`src/rtl/result_rms_trig_defs.vh`:
```
// Offsets, field positions, reset values and sizes for the result, RMS and trigger register bank
`ifndef RESULT_RMS_TRIG_DEFS_VH
`define RESULT_RMS_TRIG_DEFS_VH

`define ADDR_CH6_HIGH 8'hAD
`define ADDR_CH7_LOW 8'hAE
`define ADDR_CH7_HIGH 8'hAF
`define ADDR_RMS_SETUP 8'hC0
`define ADDR_RMS_LOW 8'hC1
`define ADDR_RMS_HIGH 8'hC2
`define ADDR_MASK0 8'hC3
`define ADDR_MASK1 8'hC5
`define ADDR_MASK2 8'hC7
`define ADDR_MASK3 8'hC9
`define ADDR_MASK4 8'hCB

`define SETUP_CHAN_HI 7
`define SETUP_CHAN_LO 4
`define SETUP_RSVD_BIT 3
`define SETUP_DC_BIT 2
`define SETUP_WIN_HI 1
`define SETUP_WIN_LO 0
`define SETUP_WRITE_MASK 8'hF7
`define SETUP_RESET 8'h00

`define MASK0_RESET 8'h02
`define MASK1_RESET 8'h01
`define MASK2_RESET 8'h08
`define MASK3_RESET 8'h04
`define MASK4_RESET 8'h20

`define WIN_1024 2'h0
`define WIN_4096 2'h1
`define WIN_16384 2'h2
`define WIN_65536 2'h3
`define WIN_LEN_1024 17'h00400
`define WIN_LEN_4096 17'h01000
`define WIN_LEN_16384 17'h04000
`define WIN_LEN_65536 17'h10000

`define RESULT_WIDTH 12
`define RESULT_RESET 8'h00

`endif
```
`src/rtl/result_rms_output_trigger_regs.v`:
```
// Register bank for channel 6/7 results, RMS setup and result, and output alert masks
//
// Overview of operation
// RULE1: Each channel high byte returns the top eight bits of its latest result, MSB aligned.
// RULE2: Each channel low byte returns the next eight result bits of that same latest conversion; the 12-bit result gives four bits, then four zeros.
// Here only the channel 7 low byte is decoded; the channel 6 low byte is not and reads zero.
// RULE3: Channel 7 low byte sits at 0xAE and high byte at 0xAF, both read-only and zero after reset.
// RULE4: Setup bits 7 to 4 choose which analog channel feeds the RMS computation, zero after reset.
// RULE5: Setup bit 2 set asks the RMS engine to remove the DC component, clear keeps it.
// RULE6: Setup bits 1 to 0 pick a window of 1024, 4096, 16384 or 65536 samples.
// RULE7: Setup bit 3 is reserved and always reads zero.
// RULE8: The register at 0xC1 shows the low byte of the 16-bit RMS result, zero after reset.
// RULE9: The register at 0xC2 shows the high byte of the RMS result, zero after reset.
// RULE10: Each output has an eight-bit mask whose bit n admits alerts of channel pin n.
// RULE11: A mask bit of 0 keeps that channel pin's alerts from updating the output.
// RULE12: A mask bit of 1 lets that channel pin's alerts cause an event update of the output.
// RULE13: The masks for outputs 0 to 4 sit at 0xC3, 0xC5, 0xC7, 0xC9 and 0xCB and are read-write.
// RULE14: The masks reset to 0x02, 0x01, 0x08, 0x04 and 0x20 for outputs 0 to 4.
// RULE15: Both RMS result bytes update together once a full window is accumulated.
//
// The address-and-strobe port is this design's own decision.
`timescale 1ns/1ns
`include "result_rms_trig_defs.vh"

module result_rms_output_trigger_regs #(
  parameter RESULT_WIDTH = `RESULT_WIDTH,
  parameter NUM_OUTPUTS = 5
) (
  // Clock and reset
  input wire core_clk,
  input wire rst_b,
  // Register port
  input wire [7:0] reg_addr,
  input wire [7:0] reg_wdata,
  input wire reg_wr,
  input wire reg_rd,
  output reg [7:0] reg_rdata,
  // Conversion results from the converter core
  input wire ch6_result_valid,
  input wire [RESULT_WIDTH-1:0] ch6_result,
  input wire ch7_result_valid,
  input wire [RESULT_WIDTH-1:0] ch7_result,
  // RMS engine interface
  input wire rms_sample_valid,
  input wire [15:0] rms_value,
  output reg [3:0] rms_channel_select,
  output reg dc_removal_enable,
  output reg [1:0] rms_window_length,
  output reg rms_window_done,
  // Alert flags per channel pin and event updates per output
  input wire [7:0] alert_flags,
  output reg [NUM_OUTPUTS-1:0] output_update
);

  ////////////////////////////////////////////////////////////////
  // Register state

  reg [15:0] ch6_aligned_reg;
  reg [15:0] ch7_aligned_reg;
  reg [7:0] setup_reg;
  reg [15:0] rms_result_reg;
  reg [16:0] sample_count_reg;
  reg [16:0] sample_count_next;
  reg [7:0] mask_reg [0:NUM_OUTPUTS-1];
  reg [7:0] read_next;
  reg [16:0] window_len;
  wire [15:0] ch6_aligned;
  wire [15:0] ch7_aligned;
  integer i;
  wire setup_wr_hit;
  wire window_end;
  wire [NUM_OUTPUTS-1:0] masked_hit;
  wire [NUM_OUTPUTS-1:0] mask_wr_hit;
  reg [15:0] rms_result_next;
  reg rms_window_done_next;
  reg [7:0] result_read;
  reg [7:0] rms_read;
  reg [7:0] mask_read;

  // Place a result at the top of a 16-bit word, low bits zero
  function [15:0] msb_align;
    input [RESULT_WIDTH-1:0] value;
    begin
      msb_align = {value, {(16 - RESULT_WIDTH){1'b0}}};
    end
  endfunction

  // Mask address for output n
  function [7:0] mask_addr;
    input integer n;
    begin
      mask_addr = `ADDR_MASK0 + n[6:0] * 8'h02;
    end
  endfunction

  // Reset value of mask n
  function [7:0] mask_reset;
    input integer n;
    begin
      case (n)
        0: mask_reset = `MASK0_RESET;
        1: mask_reset = `MASK1_RESET;
        2: mask_reset = `MASK2_RESET;
        3: mask_reset = `MASK3_RESET;
        4: mask_reset = `MASK4_RESET;
        default: mask_reset = 8'h00;
      endcase
    end
  endfunction

  // Pick one byte of a left-aligned 16-bit word
  function [7:0] result_byte;
    input [15:0] word;
    input high;
    begin
      if (high) begin
        result_byte = word[15:8];
      end else begin
        result_byte = word[7:0];
      end
    end
  endfunction

  // Write strobe aimed at one register address
  function write_hit;
    input wr;
    input [7:0] addr;
    input [7:0] target;
    begin
      write_hit = wr && (addr == target);
    end
  endfunction

  // Sample count of each window code
  function [16:0] window_samples;
    input [1:0] code;
    begin
      case (code)
        `WIN_1024: window_samples = `WIN_LEN_1024;
        `WIN_4096: window_samples = `WIN_LEN_4096;
        `WIN_16384: window_samples = `WIN_LEN_16384;
        default: window_samples = `WIN_LEN_65536;
      endcase
    end
  endfunction

  assign ch6_aligned = msb_align(ch6_result);
  assign ch7_aligned = msb_align(ch7_result);

  // Setup write is shared by the setup store and the window restart
  assign setup_wr_hit = write_hit(reg_wr, reg_addr, `ADDR_RMS_SETUP);

  // RULE6 window closes on the sample that reaches the selected count
  assign window_end = rms_sample_valid && ((sample_count_reg + 17'h00001) >= window_len);

  ////////////////////////////////////////////////////////////////
  // Latest conversion results

  // RULE1 RULE2 latch aligned result
  always @(posedge core_clk or negedge rst_b) begin
    if (!rst_b) begin
      ch6_aligned_reg <= 16'h0000;
      ch7_aligned_reg <= 16'h0000;
    end else begin
      if (ch6_result_valid) begin
        ch6_aligned_reg <= ch6_aligned;
      end
      if (ch7_result_valid) begin
        ch7_aligned_reg <= ch7_aligned;
      end
    end
  end

  ////////////////////////////////////////////////////////////////
  // RMS setup and window tracking

  // RULE6 window length decode
  always @* begin
    window_len = window_samples(setup_reg[`SETUP_WIN_HI:`SETUP_WIN_LO]);
  end

  // RULE15 window counter and result capture, next state
  // A setup write restarts the window so a mixed window is never reported
  always @* begin
    sample_count_next = sample_count_reg;
    rms_result_next = rms_result_reg;
    rms_window_done_next = 1'b0;
    if (setup_wr_hit) begin
      sample_count_next = 17'h00000;
    end else if (window_end) begin
      sample_count_next = 17'h00000;
      rms_result_next = rms_value;
      rms_window_done_next = 1'b1;
    end else if (rms_sample_valid) begin
      sample_count_next = sample_count_reg + 17'h00001;
    end
  end

  // RULE4 RULE5 RULE7 setup write
  always @(posedge core_clk or negedge rst_b) begin
    if (!rst_b) begin
      setup_reg <= `SETUP_RESET;
    end else if (setup_wr_hit) begin
      // Reserved bit never stored, so it cannot leak into the engine
      setup_reg <= reg_wdata & `SETUP_WRITE_MASK;
    end
  end

  // RULE15 latch both bytes at window end
  // Both bytes share one register so a read never mixes two windows
  always @(posedge core_clk or negedge rst_b) begin
    if (!rst_b) begin
      sample_count_reg <= 17'h00000;
      rms_result_reg <= 16'h0000;
      rms_window_done <= 1'b0;
    end else begin
      sample_count_reg <= sample_count_next;
      rms_result_reg <= rms_result_next;
      rms_window_done <= rms_window_done_next;
    end
  end

  // RULE4 RULE5 RULE6 drive engine controls
  always @(posedge core_clk or negedge rst_b) begin
    if (!rst_b) begin
      rms_channel_select <= 4'h0;
      dc_removal_enable <= 1'b0;
      rms_window_length <= 2'h0;
    end else begin
      rms_channel_select <= setup_reg[`SETUP_CHAN_HI:`SETUP_CHAN_LO];
      dc_removal_enable <= setup_reg[`SETUP_DC_BIT];
      rms_window_length <= setup_reg[`SETUP_WIN_HI:`SETUP_WIN_LO];
    end
  end

  ////////////////////////////////////////////////////////////////
  // Output alert masks

  genvar g;
  generate
    for (g = 0; g < NUM_OUTPUTS; g = g + 1) begin : gen_mask
      // RULE13 mask write decode
      assign mask_wr_hit[g] = write_hit(reg_wr, reg_addr, mask_addr(g));
      // RULE13 RULE14 mask storage
      always @(posedge core_clk or negedge rst_b) begin
        if (!rst_b) begin
          mask_reg[g] <= mask_reset(g);
        end else if (mask_wr_hit[g]) begin
          mask_reg[g] <= reg_wdata;
        end
      end
      // RULE10 RULE11 RULE12 only admitted channel pins count
      assign masked_hit[g] = |(alert_flags & mask_reg[g]);
    end
  endgenerate

  // RULE10 RULE11 RULE12 registered event update, one bit per output
  // Level copy of the masked alerts; edge shaping belongs to the output stage
  always @(posedge core_clk or negedge rst_b) begin
    if (!rst_b) begin
      output_update <= {NUM_OUTPUTS{1'b0}};
    end else begin
      output_update <= masked_hit;
    end
  end

  ////////////////////////////////////////////////////////////////
  // Read path

  // RULE1 RULE2 RULE3 result bytes
  // Channel 6 low byte lives outside this slice and reads zero here
  always @* begin
    result_read = 8'h00;
    case (reg_addr)
      `ADDR_CH6_HIGH: begin
        result_read = result_byte(ch6_aligned_reg, 1'b1);
      end
      `ADDR_CH7_LOW: begin
        result_read = result_byte(ch7_aligned_reg, 1'b0);
      end
      `ADDR_CH7_HIGH: begin
        result_read = result_byte(ch7_aligned_reg, 1'b1);
      end
      default: begin
        result_read = 8'h00;
      end
    endcase
  end

  // RULE7 RULE8 RULE9 setup and RMS bytes
  always @* begin
    rms_read = 8'h00;
    case (reg_addr)
      `ADDR_RMS_SETUP: begin
        // Reserved bit forced low on read as well as on write
        rms_read = setup_reg & `SETUP_WRITE_MASK;
      end
      `ADDR_RMS_LOW: begin
        rms_read = result_byte(rms_result_reg, 1'b0);
      end
      `ADDR_RMS_HIGH: begin
        rms_read = result_byte(rms_result_reg, 1'b1);
      end
      default: begin
        rms_read = 8'h00;
      end
    endcase
  end

  // RULE13 mask readback
  always @* begin
    mask_read = 8'h00;
    for (i = 0; i < NUM_OUTPUTS; i = i + 1) begin
      if (reg_addr == mask_addr(i)) begin
        mask_read = mask_reg[i];
      end
    end
  end

  // The three address classes never overlap, so an OR merges them
  always @* begin
    read_next = result_read | rms_read | mask_read;
  end

  // Unmapped addresses and idle cycles read zero
  always @(posedge core_clk or negedge rst_b) begin
    if (!rst_b) begin
      reg_rdata <= 8'h00;
    end else if (reg_rd) begin
      reg_rdata <= read_next;
    end else begin
      reg_rdata <= 8'h00;
    end
  end

endmodule

```
`config.mk`:
```
export PLATFORM = sky130hd
export DESIGN_NAME = result_rms_output_trigger_regs
export DESIGN_NICKNAME = d
export VERILOG_FILES = /design/src/rtl/result_rms_output_trigger_regs.v
export VERILOG_INCLUDE_DIRS = /design/src /design/src/rtl
export SDC_FILE = /design/constraint.sdc
export NUM_CORES = 1
export LEC_CHECK = 0
export BUFFER_PORTS_ARGS = -buffer_cell sky130_fd_sc_hd__buf_2
export CELL_PAD_IN_SITES_DETAIL_PLACEMENT = 1
export CELL_PAD_IN_SITES_GLOBAL_PLACEMENT = 1
export CORE_MARGIN = 2
export CORE_UTILIZATION = 45
export CTS_CLUSTER_SIZE = 8
export DETAILED_ROUTE_END_ITERATION = 16
export PLACE_DENSITY_LB_ADDON = 0.1
export SETUP_SLACK_MARGIN = 0.3
export SYNTH_ARGS = -nofsm -noshare
export SYNTH_HDL_FRONTEND = slang
export SYNTH_SLANG_ARGS = --single-unit
```
`constraint.sdc`:
```
create_clock -name core_clk -period 4.75 [get_ports core_clk]
set_input_delay 0.95 -clock core_clk [delete_from_list [all_inputs] [get_ports core_clk]]
set_output_delay 0.95 -clock core_clk [all_outputs]
set_load 0.01 [all_outputs]
```
**After elaboration in Yosys (flattened, before gate mapping)**

Index checks and enable logic that the tools add are counted.

- Output and inout bits: 21
- Register bits after elaboration: 125
- Word-level logic and storage cells: 68

- Equal/unequal tests: 13
- Mux-type cells: 14
- $lt $le $gt $ge: 1
- Add/sub/neg operators: 1
- Reductions and logical operators: 15
- Bitwise logic cells: 8

Operator list:

| operator | number |
|---|---|
| $eq 8x8->1 const B | 11 |
| $mux 17 | 3 |
| $pmux 17 s3 | 1 |
| $mux 8 | 6 |
| $pmux 8 s3 | 2 |
| $and 8x8->8 | 5 |
| $reduce_or 8->1 | 5 |
| $add 17x1->17 const B | 1 |
| $ge 17x17->1 | 1 |
| $or 8x8->8 | 2 |
| $logic_and 1x1->1 | 7 |
| $reduce_bool 3->1 | 1 |
| $eq 2x1->1 const B | 1 |
| $eq 2x2->1 const B | 1 |
| $logic_not 2->1 | 1 |
| $mux 1 | 2 |
| $reduce_and 2->1 | 1 |
| $not 1->1 | 1 |

**Logic depth before layout (Yosys ltp)**

Gate-level depths: netlist of the first run.

- Depth in word-level cells: 8
- Depth in mapped cells: 15
- Gate-level depth less buffers: 13

**Worst setup path before layout of the first run**

No wires, ideal clock.

- Path type: flip-flop to flip-flop
- Start point: register sample_count_reg[0]
- End point: register rms_result_reg[10]
- Setup slack: 1.180 ns
- Cell stages (with the launch flop): 16
- Data required time: 4.625 ns
- Data arrival time: 3.445 ns
- Setup time: 0.125 ns
- Path buffers: 2
- Cell sequence: dfrtp_1 -> ha_1 -> and4_1 -> clkbuf_1 -> nand3_1 -> and2_1 -> or2_2 -> ha_1 -> nand3_1 -> nor2_1 -> mux2_2 -> o2111a_1 -> a311oi_4 -> nor2_4 -> buf_6 -> mux2_4

- Longest elaborated chain between the ends: 4

Ends and longest elaborated chain:

| what | line | text |
|---|---|---|
| start: declaration | result_rms_output_trigger_regs.v:62 | `reg [16:0] sample_count_reg;` |
| start signal: assignment | result_rms_output_trigger_regs.v:217 | `sample_count_reg <= sample_count_next;` |
| $add 17x1->17 | result_rms_output_trigger_regs.v:154 | `assign window_end = rms_sample_valid && ((sample_count_reg + 17'h00001) >= window_len);` |
| $ge 17x17->1 | result_rms_output_trigger_regs.v:154 |  |
| $logic_and 1x1->1 | result_rms_output_trigger_regs.v:154 |  |
| $reduce_and 2->1 (no line) | -- |  |
| end signal: assignment | result_rms_output_trigger_regs.v:218 | `rms_result_reg <= rms_result_next;` |
| end: declaration | result_rms_output_trigger_regs.v:61 | `reg [15:0] rms_result_reg;` |

Every way passes these cells.
A chain may end at the register's enable or synchronous reset.

**Final worst setup path of the first run**

- Start point: register sample_count_reg[0]
- End point: register rms_result_reg[3]

Same word-level chain as after synthesis.

==> results of run 1 <==
==> cell type report <==
type | count | area (um^2) | area share [%]
multi-input cells | 341 | 2690 | 38.2
clock buffers | 18 | 439 | 6.25
clock inverters | 14 | 116 | 1.66
well taps | 172 | 215 | 3.06
diodes | 1 | 2.50 | 0.0356
flip-flops and latches | 121 | 3030 | 43.2
inverters | 5 | 18.8 | 0.267
repair buffers | 97 | 513 | 7.30
==> report_power, final <==
group	internal [uW]	total (uW)	leakage [uW]	switching, uW
clock	689	1190	0.000256	498
combinational	209	395	0.00139	186
sequential	1170	1270	0.00158	100
==> logic make-up after synthesis <==
logic type	Yosys count	synth area share, %
and+or+nand+nor	129	11.6
DFF	121	51.9
muxes	103	20.3
AOI/OAI and AO/OA	95	11.4
buffers and inverters	31	2.31
xor gates and xnor gates	8	1.20
adders and majority gates	6	1.28
==> worst max-delay path: cells and delay by family (launching register included) <==
kind	cells	cell delay [ns]
fa+ha+maj	2	0.62
compound gates	2	0.32
mux	2	0.61
buf+inv	1	0.21
flops	1	0.45
simple gates	7	1.70
==> layout by cell type, fill, tap and decap left out, types with 11 or more instances in the layout <==
cell type | Yosys | routed
o21ai_0 | 13 | 13
nand2_1 | 32 | 32
a21oi_1 | 22 | 22
a22oi_1 | 29 | 29
mux2i_1 | 14 | 14
clkbuf_16 | 0 | 17
buf_2 | 8 | 86
mux2_2 | 79 | 79
nand3_1 | 11 | 11
dfrtp_1 | 116 | 116
nand4_1 | 11 | 11
nor2_1 | 37 | 37
buf_4 | 0 | 11
==> routing by layer <==
layer | GRT usage (%) | vias to the layer above
met4 | 8.58 | 0
li1 | - | 2023
met3 | 4.80 | 14
met1 | 29.7 | 2271
met5 | 0 | -
met2 | 43.5 | 105
==> stage by stage <==
step / util [%] / setup slack [ns] / instance area [um^2] / hold WS [ns]
after floorplan: - / 1.18 / 5850 / 0.370
final: 55.4 / 0.727 / 7030 / 0.431
after global placement: 51.0 / 0.832 / 6470 / 0.421
after detailed placement: 51.0 / 0.718 / 6470 / 0.421
after global routing: 55.4 / 0.408 / 7020 / 0.441
after CTS: 55.4 / 0.669 / 7020 / 0.432
==> worst min-delay path by stage <==
| stage | from | slack (ns) | to |
|---|---|---|---|
| after detailed placement | setup_reg[6] | 0.42 | rms_channel_select[2] |
| final | setup_reg[6] | 0.43 | rms_channel_select[2] |
| after global routing | setup_reg[6] | 0.44 | rms_channel_select[2] |
| after floorplan | setup_reg[2] | 0.37 | dc_removal_enable |
| after CTS | setup_reg[6] | 0.43 | rms_channel_select[2] |
| after global placement | setup_reg[2] | 0.42 | dc_removal_enable |
==> results_dict.tcl, run 1 <==
set metrics [dict create \
    status "finished, final reports clean" \
    skew_ns 0.00921 \
    overflow 0 \
    firstDrtPassIters 4 \
    syn_area_per_cell_um2 11.9 \
    initial_core_util_pct 46.2 \
    place_hpwl_um 11500 \
    reg2regPathDepth 14 \
    wl_met1_um 6650 \
    slew_headroom_pct 19.2 \
    ys_types 54 \
    die_x_um 118 \
    worst_setup_path_end_kind "flip-flop" \
    synth_edf_count 0 \
    core_mm2 0.0127 \
    grt_max_degree 64 \
    reg2reg_to "rms_result_reg[3]" \
    cts_max_level 4 \
    finalPower_uw 2850 \
    place_inst 736 \
    crit_start "sample_count_reg[0]" \
    grt_usage_pct 24.5 \
    drt-initial-drc-count 290 \
    cpMaxStageDelayCell "nor2_4" \
    syn_inst 493 \
    synth_top_area_share_pct 49.6 \
    fin_crit_sh_pct 84.7 \
    cts_buffers 17 \
    rows 41 \
    drc 0 \
    wirelength_um 16000 \
    cts_root_buffer "clkbuf_16" \
    synth_warnings 0 \
    synth.most_common_cell "dfrtp_1" \
    ys_seq_elements 121 \
    maxUsedRoutingLayer "met4" \
    wl_met2_um 8520 \
    report.final.slew_viol_count 0 \
    wl_met3_um 642 \
    path_cells "ha_1 > and4_1 > nand3_1 > and2_1 > or2_2 > ha_1 > nand3_1 > nor2_1 > mux2_2 > o2111a_1 > a311oi_4 > buf_4 > nor2_4 > mux2_2" \
    hold_path.class "reg2reg" \
    viasPerCell 5.74 \
    crit_type "reg2reg" \
    fp.dieH_um 118 \
    clkTransAtPathRegs_ns 0.06 \
    synth_area_leaders "dfrtp_1 (50%), mux2_2 (15%), a22oi_1 (3.7%)" \
    critPathMaxStageDelay_ns 0.47 \
    vias 4413 \
    worstPathRequired_ns 5.05 \
    vdd_drop_max_uv 197 \
    synthFlopType "dfrtp_1" \
    crit_path_max_fanout 17 \
    grt_pass1_wl_um 26300 \
    fmax_mhz 249 \
    yosys-top-cells-count "dfrtp_1 (116), mux2_2 (79), nor2_1 (37)" \
    post_drt_wl_per_cell_um 20.8 \
    die_area_mm2 0.0139 \
    cts_buffer_depth 2 \
    syn-cell-area_mm2 0.00585 \
    io_buffers 87 \
    cts-hold-fix-buffers 0 \
    nets 660 \
    grt_pass1_vias 4914 \
    cts_sinks 121 \
    synthArstFlopShare_pct 100 \
    worstHoldPathCells 0 \
    maxCapViolations 0 \
    clock_latency_ns 0.42 \
    cp.arrival_ns 4.32 \
    drive_gt1_share_pct 38.8 \
    fin_crit_ns 4.02 \
    p_leak_uw 0.00322 \
    seq_area_frac_synth_pct 51.9 \
    largest_reg_flops 40 \
    startpoint_type "flip-flop" \
    antenna_found_initial 0 \
    cts_resized 0 \
    ant_nets 0 \
    timing.rr.start "sample_count_reg[0]" \
    cts_tree "yes" \
    layoutNonFillerInstCount 769 \
    p_per_area_mw_per_mm2 405 \
    reg2reg_setup_slack_ns 0.73 \
    setup_violations 0 \
    post_cts_buffers 0 \
    gp_congestion 0.839 \
    fin_tns_setup_ns 0 \
    syn_nets 570 \
    fillers 1369 \
    hold_viol 0 \
    synth_top_area_cell "dfrtp_1" \
    worst_pin_slew_ns 1.21 \
    rsz0062_at_grt "false" \
    io_pins 92 \
    area_delta_synth_final_pct 20.1 \
    crit_end "rms_result_reg[3]" \
]
Note: power is estimated with default switching activity, not from simulation.
==> run 2, diff against run 1 <==
--- a/config.mk
+++ b/config.mk
@@ -10,7 +10,7 @@
 export CELL_PAD_IN_SITES_DETAIL_PLACEMENT = 1
 export CELL_PAD_IN_SITES_GLOBAL_PLACEMENT = 1
 export CORE_MARGIN = 2
-export CORE_UTILIZATION = 45
+export CORE_UTILIZATION = 41
 export CTS_CLUSTER_SIZE = 8
 export DETAILED_ROUTE_END_ITERATION = 16
 export PLACE_DENSITY_LB_ADDON = 0.1
==> constraint.sdc (replaced) <==
create_clock -name core_clk -period 3.6 [get_ports core_clk]
set_input_delay 0.72 -clock core_clk [delete_from_list [all_inputs] [get_ports core_clk]]
set_output_delay 0.72 -clock core_clk [all_outputs]
set_load 0.01 [all_outputs]
==> run 2 against run 1 <==
  * Utilization down 1.3 points
  * Sequential share of layout area down 2.9 points
  * Global-route usage down 0.32 points
  * Critical path depth unchanged
  * Setup slack worse by 0.37 ns
  * Register-to-register slack worse by 0.37 ns
  * Die area up 9.4%
  * Power up 42%
  * Fmax up 24%
  * Non-clock buffer count up 32
  * Via count up 4.7%
==> results_dict.tcl, run 2 (synthesis results as in run 1) <==
set metrics [dict create \
    status "finished, final reports clean" \
    grt_pass1_vias 4976 \
    pwr-share-clk_pct 42.5 \
    reg2regPathDepth 14 \
    slew_headroom_pct 14.2 \
    fp.dieH_um 123 \
    setup_violations 0 \
    overflow 0 \
    layout_common_cells "dfrtp_1 (109), buf_2 (86), mux2_2 (78)" \
    grt_usage_pct 24.2 \
    final.setup.worst_slack_ns 0.356 \
    path_buf_inv 2 \
    cp.arrival_ns 3.56 \
    viasPerCell 5.71 \
    fin_tns_setup_ns 0 \
    gp_congestion 0.856 \
    drc 0 \
    place_inst 752 \
    worst_pin_slew_ns 1.28 \
    die_area_mm2 0.0152 \
    hold_viol 0 \
    fmax_mhz 308 \
    timing.rr.start "sample_count_reg[1]" \
    cts_buffers 17 \
    skew_ns 0.00705 \
    critPathMaxStageDelay_ns 0.39 \
    layout_commonest_cell "dfrtp_1" \
    cts-hold-fix-buffers 0 \
    io_pins 92 \
    fillers 1482 \
    ant_nets 0 \
    p_int_uw 2940 \
    grt_pass1_wl_um 27200 \
    p_per_area_mw_per_mm2 536 \
    p_seq_share_pct 41.5 \
    wirelength_um 17500 \
    p_leak_uw 0.00345 \
    layoutNonFillerInstCount 809 \
    cts_buffer_depth 2 \
    clkTransAtPathRegs_ns 0.06 \
    hold_ws_ns 0.301 \
    antenna_found_initial 0 \
    drive_gt1_share_pct 45.5 \
    cts_max_level 4 \
    crit_path_max_fanout 4 \
    area_delta_synth_final_pct 29.0 \
    firstDrtPassIters 5 \
    pre_cts_slack_ns 0.0631 \
    startpoint_type "flip-flop" \
    cp_top_family "simple AND/OR/NAND/NOR gates" \
    cts_sinks 121 \
    core_mm2 0.0139 \
    clock_latency_ns 0.43 \
    die_x_um 123 \
    report.final.slew_viol_count 0 \
    fin_crit_sh_pct 90.1 \
    swShare_pct 27.3 \
    path_cells "ha_4 > and4_4 > nand3_4 > and2_4 > or2_4 > ha_4 > nand3_4 > mux2i_1 > a311o_1 > a311oi_4 > buf_6 > nor2_4 > clkbuf_16 > mux2_4" \
    grt_max_degree 54 \
    maxCapViolations 0 \
    reg2reg_to "rms_result_reg[8]" \
    path_depth 14 \
    cts_root_buffer "clkbuf_16" \
    rows 43 \
    net-switching-power_uw 1110 \
    reg2reg_setup_slack_ns 0.36 \
    hold_path.class "in2async" \
    cts_tree "yes" \
    worstPathRequired_ns 3.91 \
    crit_end "rms_result_reg[8]" \
    vias 4620 \
    crit_type "reg2reg" \
    combPwrFrac_pct 16.0 \
    post_drt_wl_per_cell_um 21.7 \
    initial_core_util_pct 42.0 \
    vdd_drop_max_uv 348 \
    drt-initial-drc-count 334 \
    cpMaxStageDelayCell "dfrtp_2" \
    rsz0062_at_grt "true" \
    crit_start "sample_count_reg[1]" \
    io_buffers 87 \
    fin_crit_ns 3.24 \
    largest_reg_flops 40 \
    nets 692 \
    worst_setup_path_end_kind "flip-flop" \
    place_hpwl_um 12100 \
]
## run 2: cell count changes in the layout (fill, tap and decap cells not counted), sizes merged
cell and change:
inv -1, clkinvlp -3, buf +30, clkbuf +2, bufinv +2, clkinv +2
## run 2: how the worst min path moves through the flow
stage / cells past startpoint / to / start / slack (ns)
after floorplan: 0 / dc_removal_enable / setup_reg[2] / 0.37
after detailed placement: 0 / rms_channel_select[3] / setup_reg[7] / 0.39
after global placement: 0 / dc_removal_enable / setup_reg[2] / 0.38
final: 1 / sample_count_reg[10] / rst_b / 0.30
after global routing: 1 / sample_count_reg[8] / rst_b / 0.33
after CTS: 1 / sample_count_reg[8] / rst_b / 0.31
## run 2: repair_timing
action,4_1_cts,5_1_grt
pin swaps,7,7
buffers inserted,12,9
resized for setup,12,32
gates cloned,1,2
endpoints found under the setup margin,30,32
## run 2: cell type report
type	count	area (um^2)	share of cell area, %
flip-flops and latches	121	3040	40.3
multi-input cells	341	2810	37.2
repair buffers	129	860	11.4
clock buffers	18	439	5.82
well taps	180	225	2.99
clock inverters	14	148	1.96
inverters	5	18.8	0.249
diodes	1	2.50	0.0332
## run 2: routing by layer
metal | wire length [um] | vias to the layer above | global-route usage (%)
met5 | 0 | - | 0
met3 | 814 | 17 | 5.95
met4 | 238 | 0 | 8.31
li1 | - | 2094 | -
met1 | 7710 | 2401 | 30.9
met2 | 8780 | 108 | 40.0
## run 2: power by group through the flow
stage,combinational (uW),sequential (uW),clock (uW)
floorplan,365,1650,0
global placement,528,1690,0
detailed placement,545,1700,0
CTS,602,1670,1750
global route,705,1700,1810
finish,648,1680,1720
## run 2: stage by stage
stage          power [uW]  cell area (um^2)  util (%)
2_1_floorplan        2010              5880         -
3_3_place_gp         2220              6590      47.3
3_5_place_dp         2240              6590      47.3
4_1_cts              4020              7330      52.6
5_1_grt              4210              7540      54.1
6_report             4040              7540      54.1
==> run 3, diff against run 2 <==
--- a/config.mk
+++ b/config.mk
@@ -9,7 +9,6 @@
 export BUFFER_PORTS_ARGS = -buffer_cell sky130_fd_sc_hd__buf_2
 export CELL_PAD_IN_SITES_DETAIL_PLACEMENT = 1
 export CELL_PAD_IN_SITES_GLOBAL_PLACEMENT = 1
-export CORE_MARGIN = 2
 export CORE_UTILIZATION = 41
 export CTS_CLUSTER_SIZE = 8
 export DETAILED_ROUTE_END_ITERATION = 16
==> run 3 against run 2 <==
  * Fmax decreased by 0.18%
  * Worst hold slack better by 0.062 ns
  * Sequential cell count unchanged
  * Sequential power about the same
  * Clock power is 9% lower
  * Utilization decreased by 1.2 points
  * Non-clock buffer count is 4 lower
  * Register-to-register slack about the same
  * Routed wire length down 0.98%
  * Via count shrank 0.37%
  * Largest cell class unchanged
==> results_dict.tcl, run 3 (synthesis results as in run 1) <==
set metrics [dict create \
    cts_sinks 121 \
    final.setup.worst_slack_ns 0.350 \
    swShare_pct 25.7 \
    crit_path_max_fanout 7 \
    cp.arrival_ns 3.54 \
    gp_congestion 0.821 \
    layout_common_cells "dfrtp_1 (112), buf_2 (86), mux2_2 (79)" \
    skew_ns 0.00479 \
    die_area_mm2 0.0147 \
    layout_commonest_cell "dfrtp_1" \
    critPathMaxStageDelay_ns 0.43 \
    reg2reg_setup_slack_ns 0.35 \
    fp.dieH_um 121 \
    cts_root_buffer "clkbuf_16" \
    diodes 0 \
    ant_nets 0 \
    rsz0062_at_grt "false" \
    grt_pass1_vias 4880 \
    place_area_mm2 0.00665 \
    crit_start "sample_count_reg[0]" \
    fmax_mhz 308 \
    cts_tree "yes" \
    grt_usage_pct 25.5 \
    cts_buffer_depth 2 \
    cts_buffers 17 \
    setup_violations 0 \
    io_pins 92 \
    fin_area_mm2 0.00735 \
    clock_latency_ns 0.41 \
    firstDrtPassIters 5 \
    fin_crit_sh_pct 90.3 \
    worst_pin_slew_ns 0.814 \
    hold_viol 0 \
    wirelength_um 17400 \
    grt_pass1_wl_um 27600 \
    overflow 0 \
    drive_gt1_share_pct 42.7 \
    combPwrFrac_pct 16.0 \
    vdd_drop_max_uv 333 \
    die_x_um 121 \
    fin_tns_setup_ns 0 \
    path_cells "ha_4 > and4_4 > nand3_4 > and2_4 > or2_4 > ha_4 > a311o_1 > a311o_1 > a311oi_4 > buf_6 > nor2_4 > buf_12 > mux2_4" \
    hold_path.class "in2async" \
    rows 43 \
    cts-hold-fix-buffers 0 \
    pwr-share-clk_pct 40.5 \
    nets 688 \
    reg2reg_to "rms_result_reg[7]" \
    cpMaxStageDelayCell "a311o_1" \
    timing.rr.start "sample_count_reg[0]" \
    p_leak_uw 0.00338 \
    grt_max_degree 70 \
    drc 0 \
    worst_setup_path_end_kind "flip-flop" \
    p_int_uw 2850 \
    viasPerCell 5.73 \
    status "finished, final reports clean" \
    net-switching-power_uw 984 \
    fin_crit_ns 3.25 \
    reg2regPathDepth 13 \
    core_mm2 0.0139 \
    largest_reg_flops 40 \
    clkTransAtPathRegs_ns 0.05 \
    report.final.slew_viol_count 0 \
    area_delta_synth_final_pct 25.6 \
    antenna_found_initial 0 \
    post_drt_wl_per_cell_um 21.6 \
    drt-initial-drc-count 270 \
    pre_cts_slack_ns 0.158 \
    multi_input_area_mm2 0.00275 \
    cts_max_level 4 \
    p_seq_share_pct 43.5 \
    crit_type "reg2reg" \
    initial_core_util_pct 42.1 \
    p_per_area_mw_per_mm2 522 \
    startpoint_type "flip-flop" \
    worstPathRequired_ns 3.89 \
    vias 4603 \
    place_hpwl_um 12100 \
    fillers 1496 \
    seq_area_mm2 0.00304 \
    io_buffers 87 \
    maxCapViolations 0 \
    slew_headroom_pct 45.5 \
]
[run 3: cell count changes in the layout (fill, tap and decap cells not counted), moves of 5 or more]
cell / delta
o21ai_0: +9
o21ai_1: -8
clkbuf_1: +6
clkbuf_8: +5
[run 3: timing repair]
action | 4_1_cts | 5_1_grt
pin swaps | 3 | 13
endpoints found under the setup margin | 26 | 30
setup buffers | 4 | 6
hold endpoints to repair | 0 | 0
gates resized for setup | 4 | 12
cloned | 0 | 1
[run 3: worst max-delay path by stage]
stage | slack (ns) | cells after the start | endpoint
6_report | 0.35 | 13 | rms_result_reg[7]
5_1_grt | 0.26 | 14 | rms_result_reg[7]
4_1_cts | 0.31 | 15 | rms_result_reg[14]
3_5_place_dp | 0.16 | 13 | rms_result_reg[2]
3_3_place_gp | 0.25 | 13 | rms_result_reg[1]
2_1_floorplan | 0.33 | 13 | rms_result_reg[10]
[run 3: cell type report]
class	instances	area share [%]
tap	180	3.07
sequential	121	41.4
clock inverter	2	0.136
clock buffer	29	7.22
inverter	5	0.255
multi-input combinational	341	37.4
timing repair buffer	125	10.5
[run 3: metrics by stage]
step	power [uW]	hold WS (ns)	utilization (%)	std cells
after floorplan	2010	0.370	-	493
after global placement	2230	0.410	47.9	761
after detailed placement	2260	0.414	47.9	761
after CTS	3840	0.379	52.2	796
after global routing	4010	0.412	52.9	803
final	3840	0.362	52.9	803
[run 3: power groups by stage]
| stage | Sequential, uW | Combinational [uW] | Clock, uW |
|---|---|---|---|
| after floorplan | 1650 | 365 | 0 |
| after global placement | 1670 | 556 | 0 |
| after detailed placement | 1680 | 574 | 0 |
| after CTS | 1670 | 599 | 1580 |
| after global routing | 1690 | 674 | 1650 |
| final | 1670 | 613 | 1560 |
[run 3: routing by layer]
| layer | up-vias | GRT usage [%] | wire, um |
|---|---|---|---|
| met5 | - | 0 | 0 |
| met1 | 2357 | 35.5 | 8030 |
| met3 | 17 | 6.67 | 1130 |
| li1 | 2082 | - | - |
| met2 | 147 | 38.7 | 8000 |
| met4 | 0 | 7.64 | 204 |
[run 3: worst max-delay path, delay by kind of cell (launching register included)]
family | cells | cell delay [ns]
compound gates | 3 | 1.01
fa+ha+maj | 2 | 0.32
buf+inv | 2 | 0.33
flops | 1 | 0.39
mux | 1 | 0.29
simple gates | 5 | 0.78
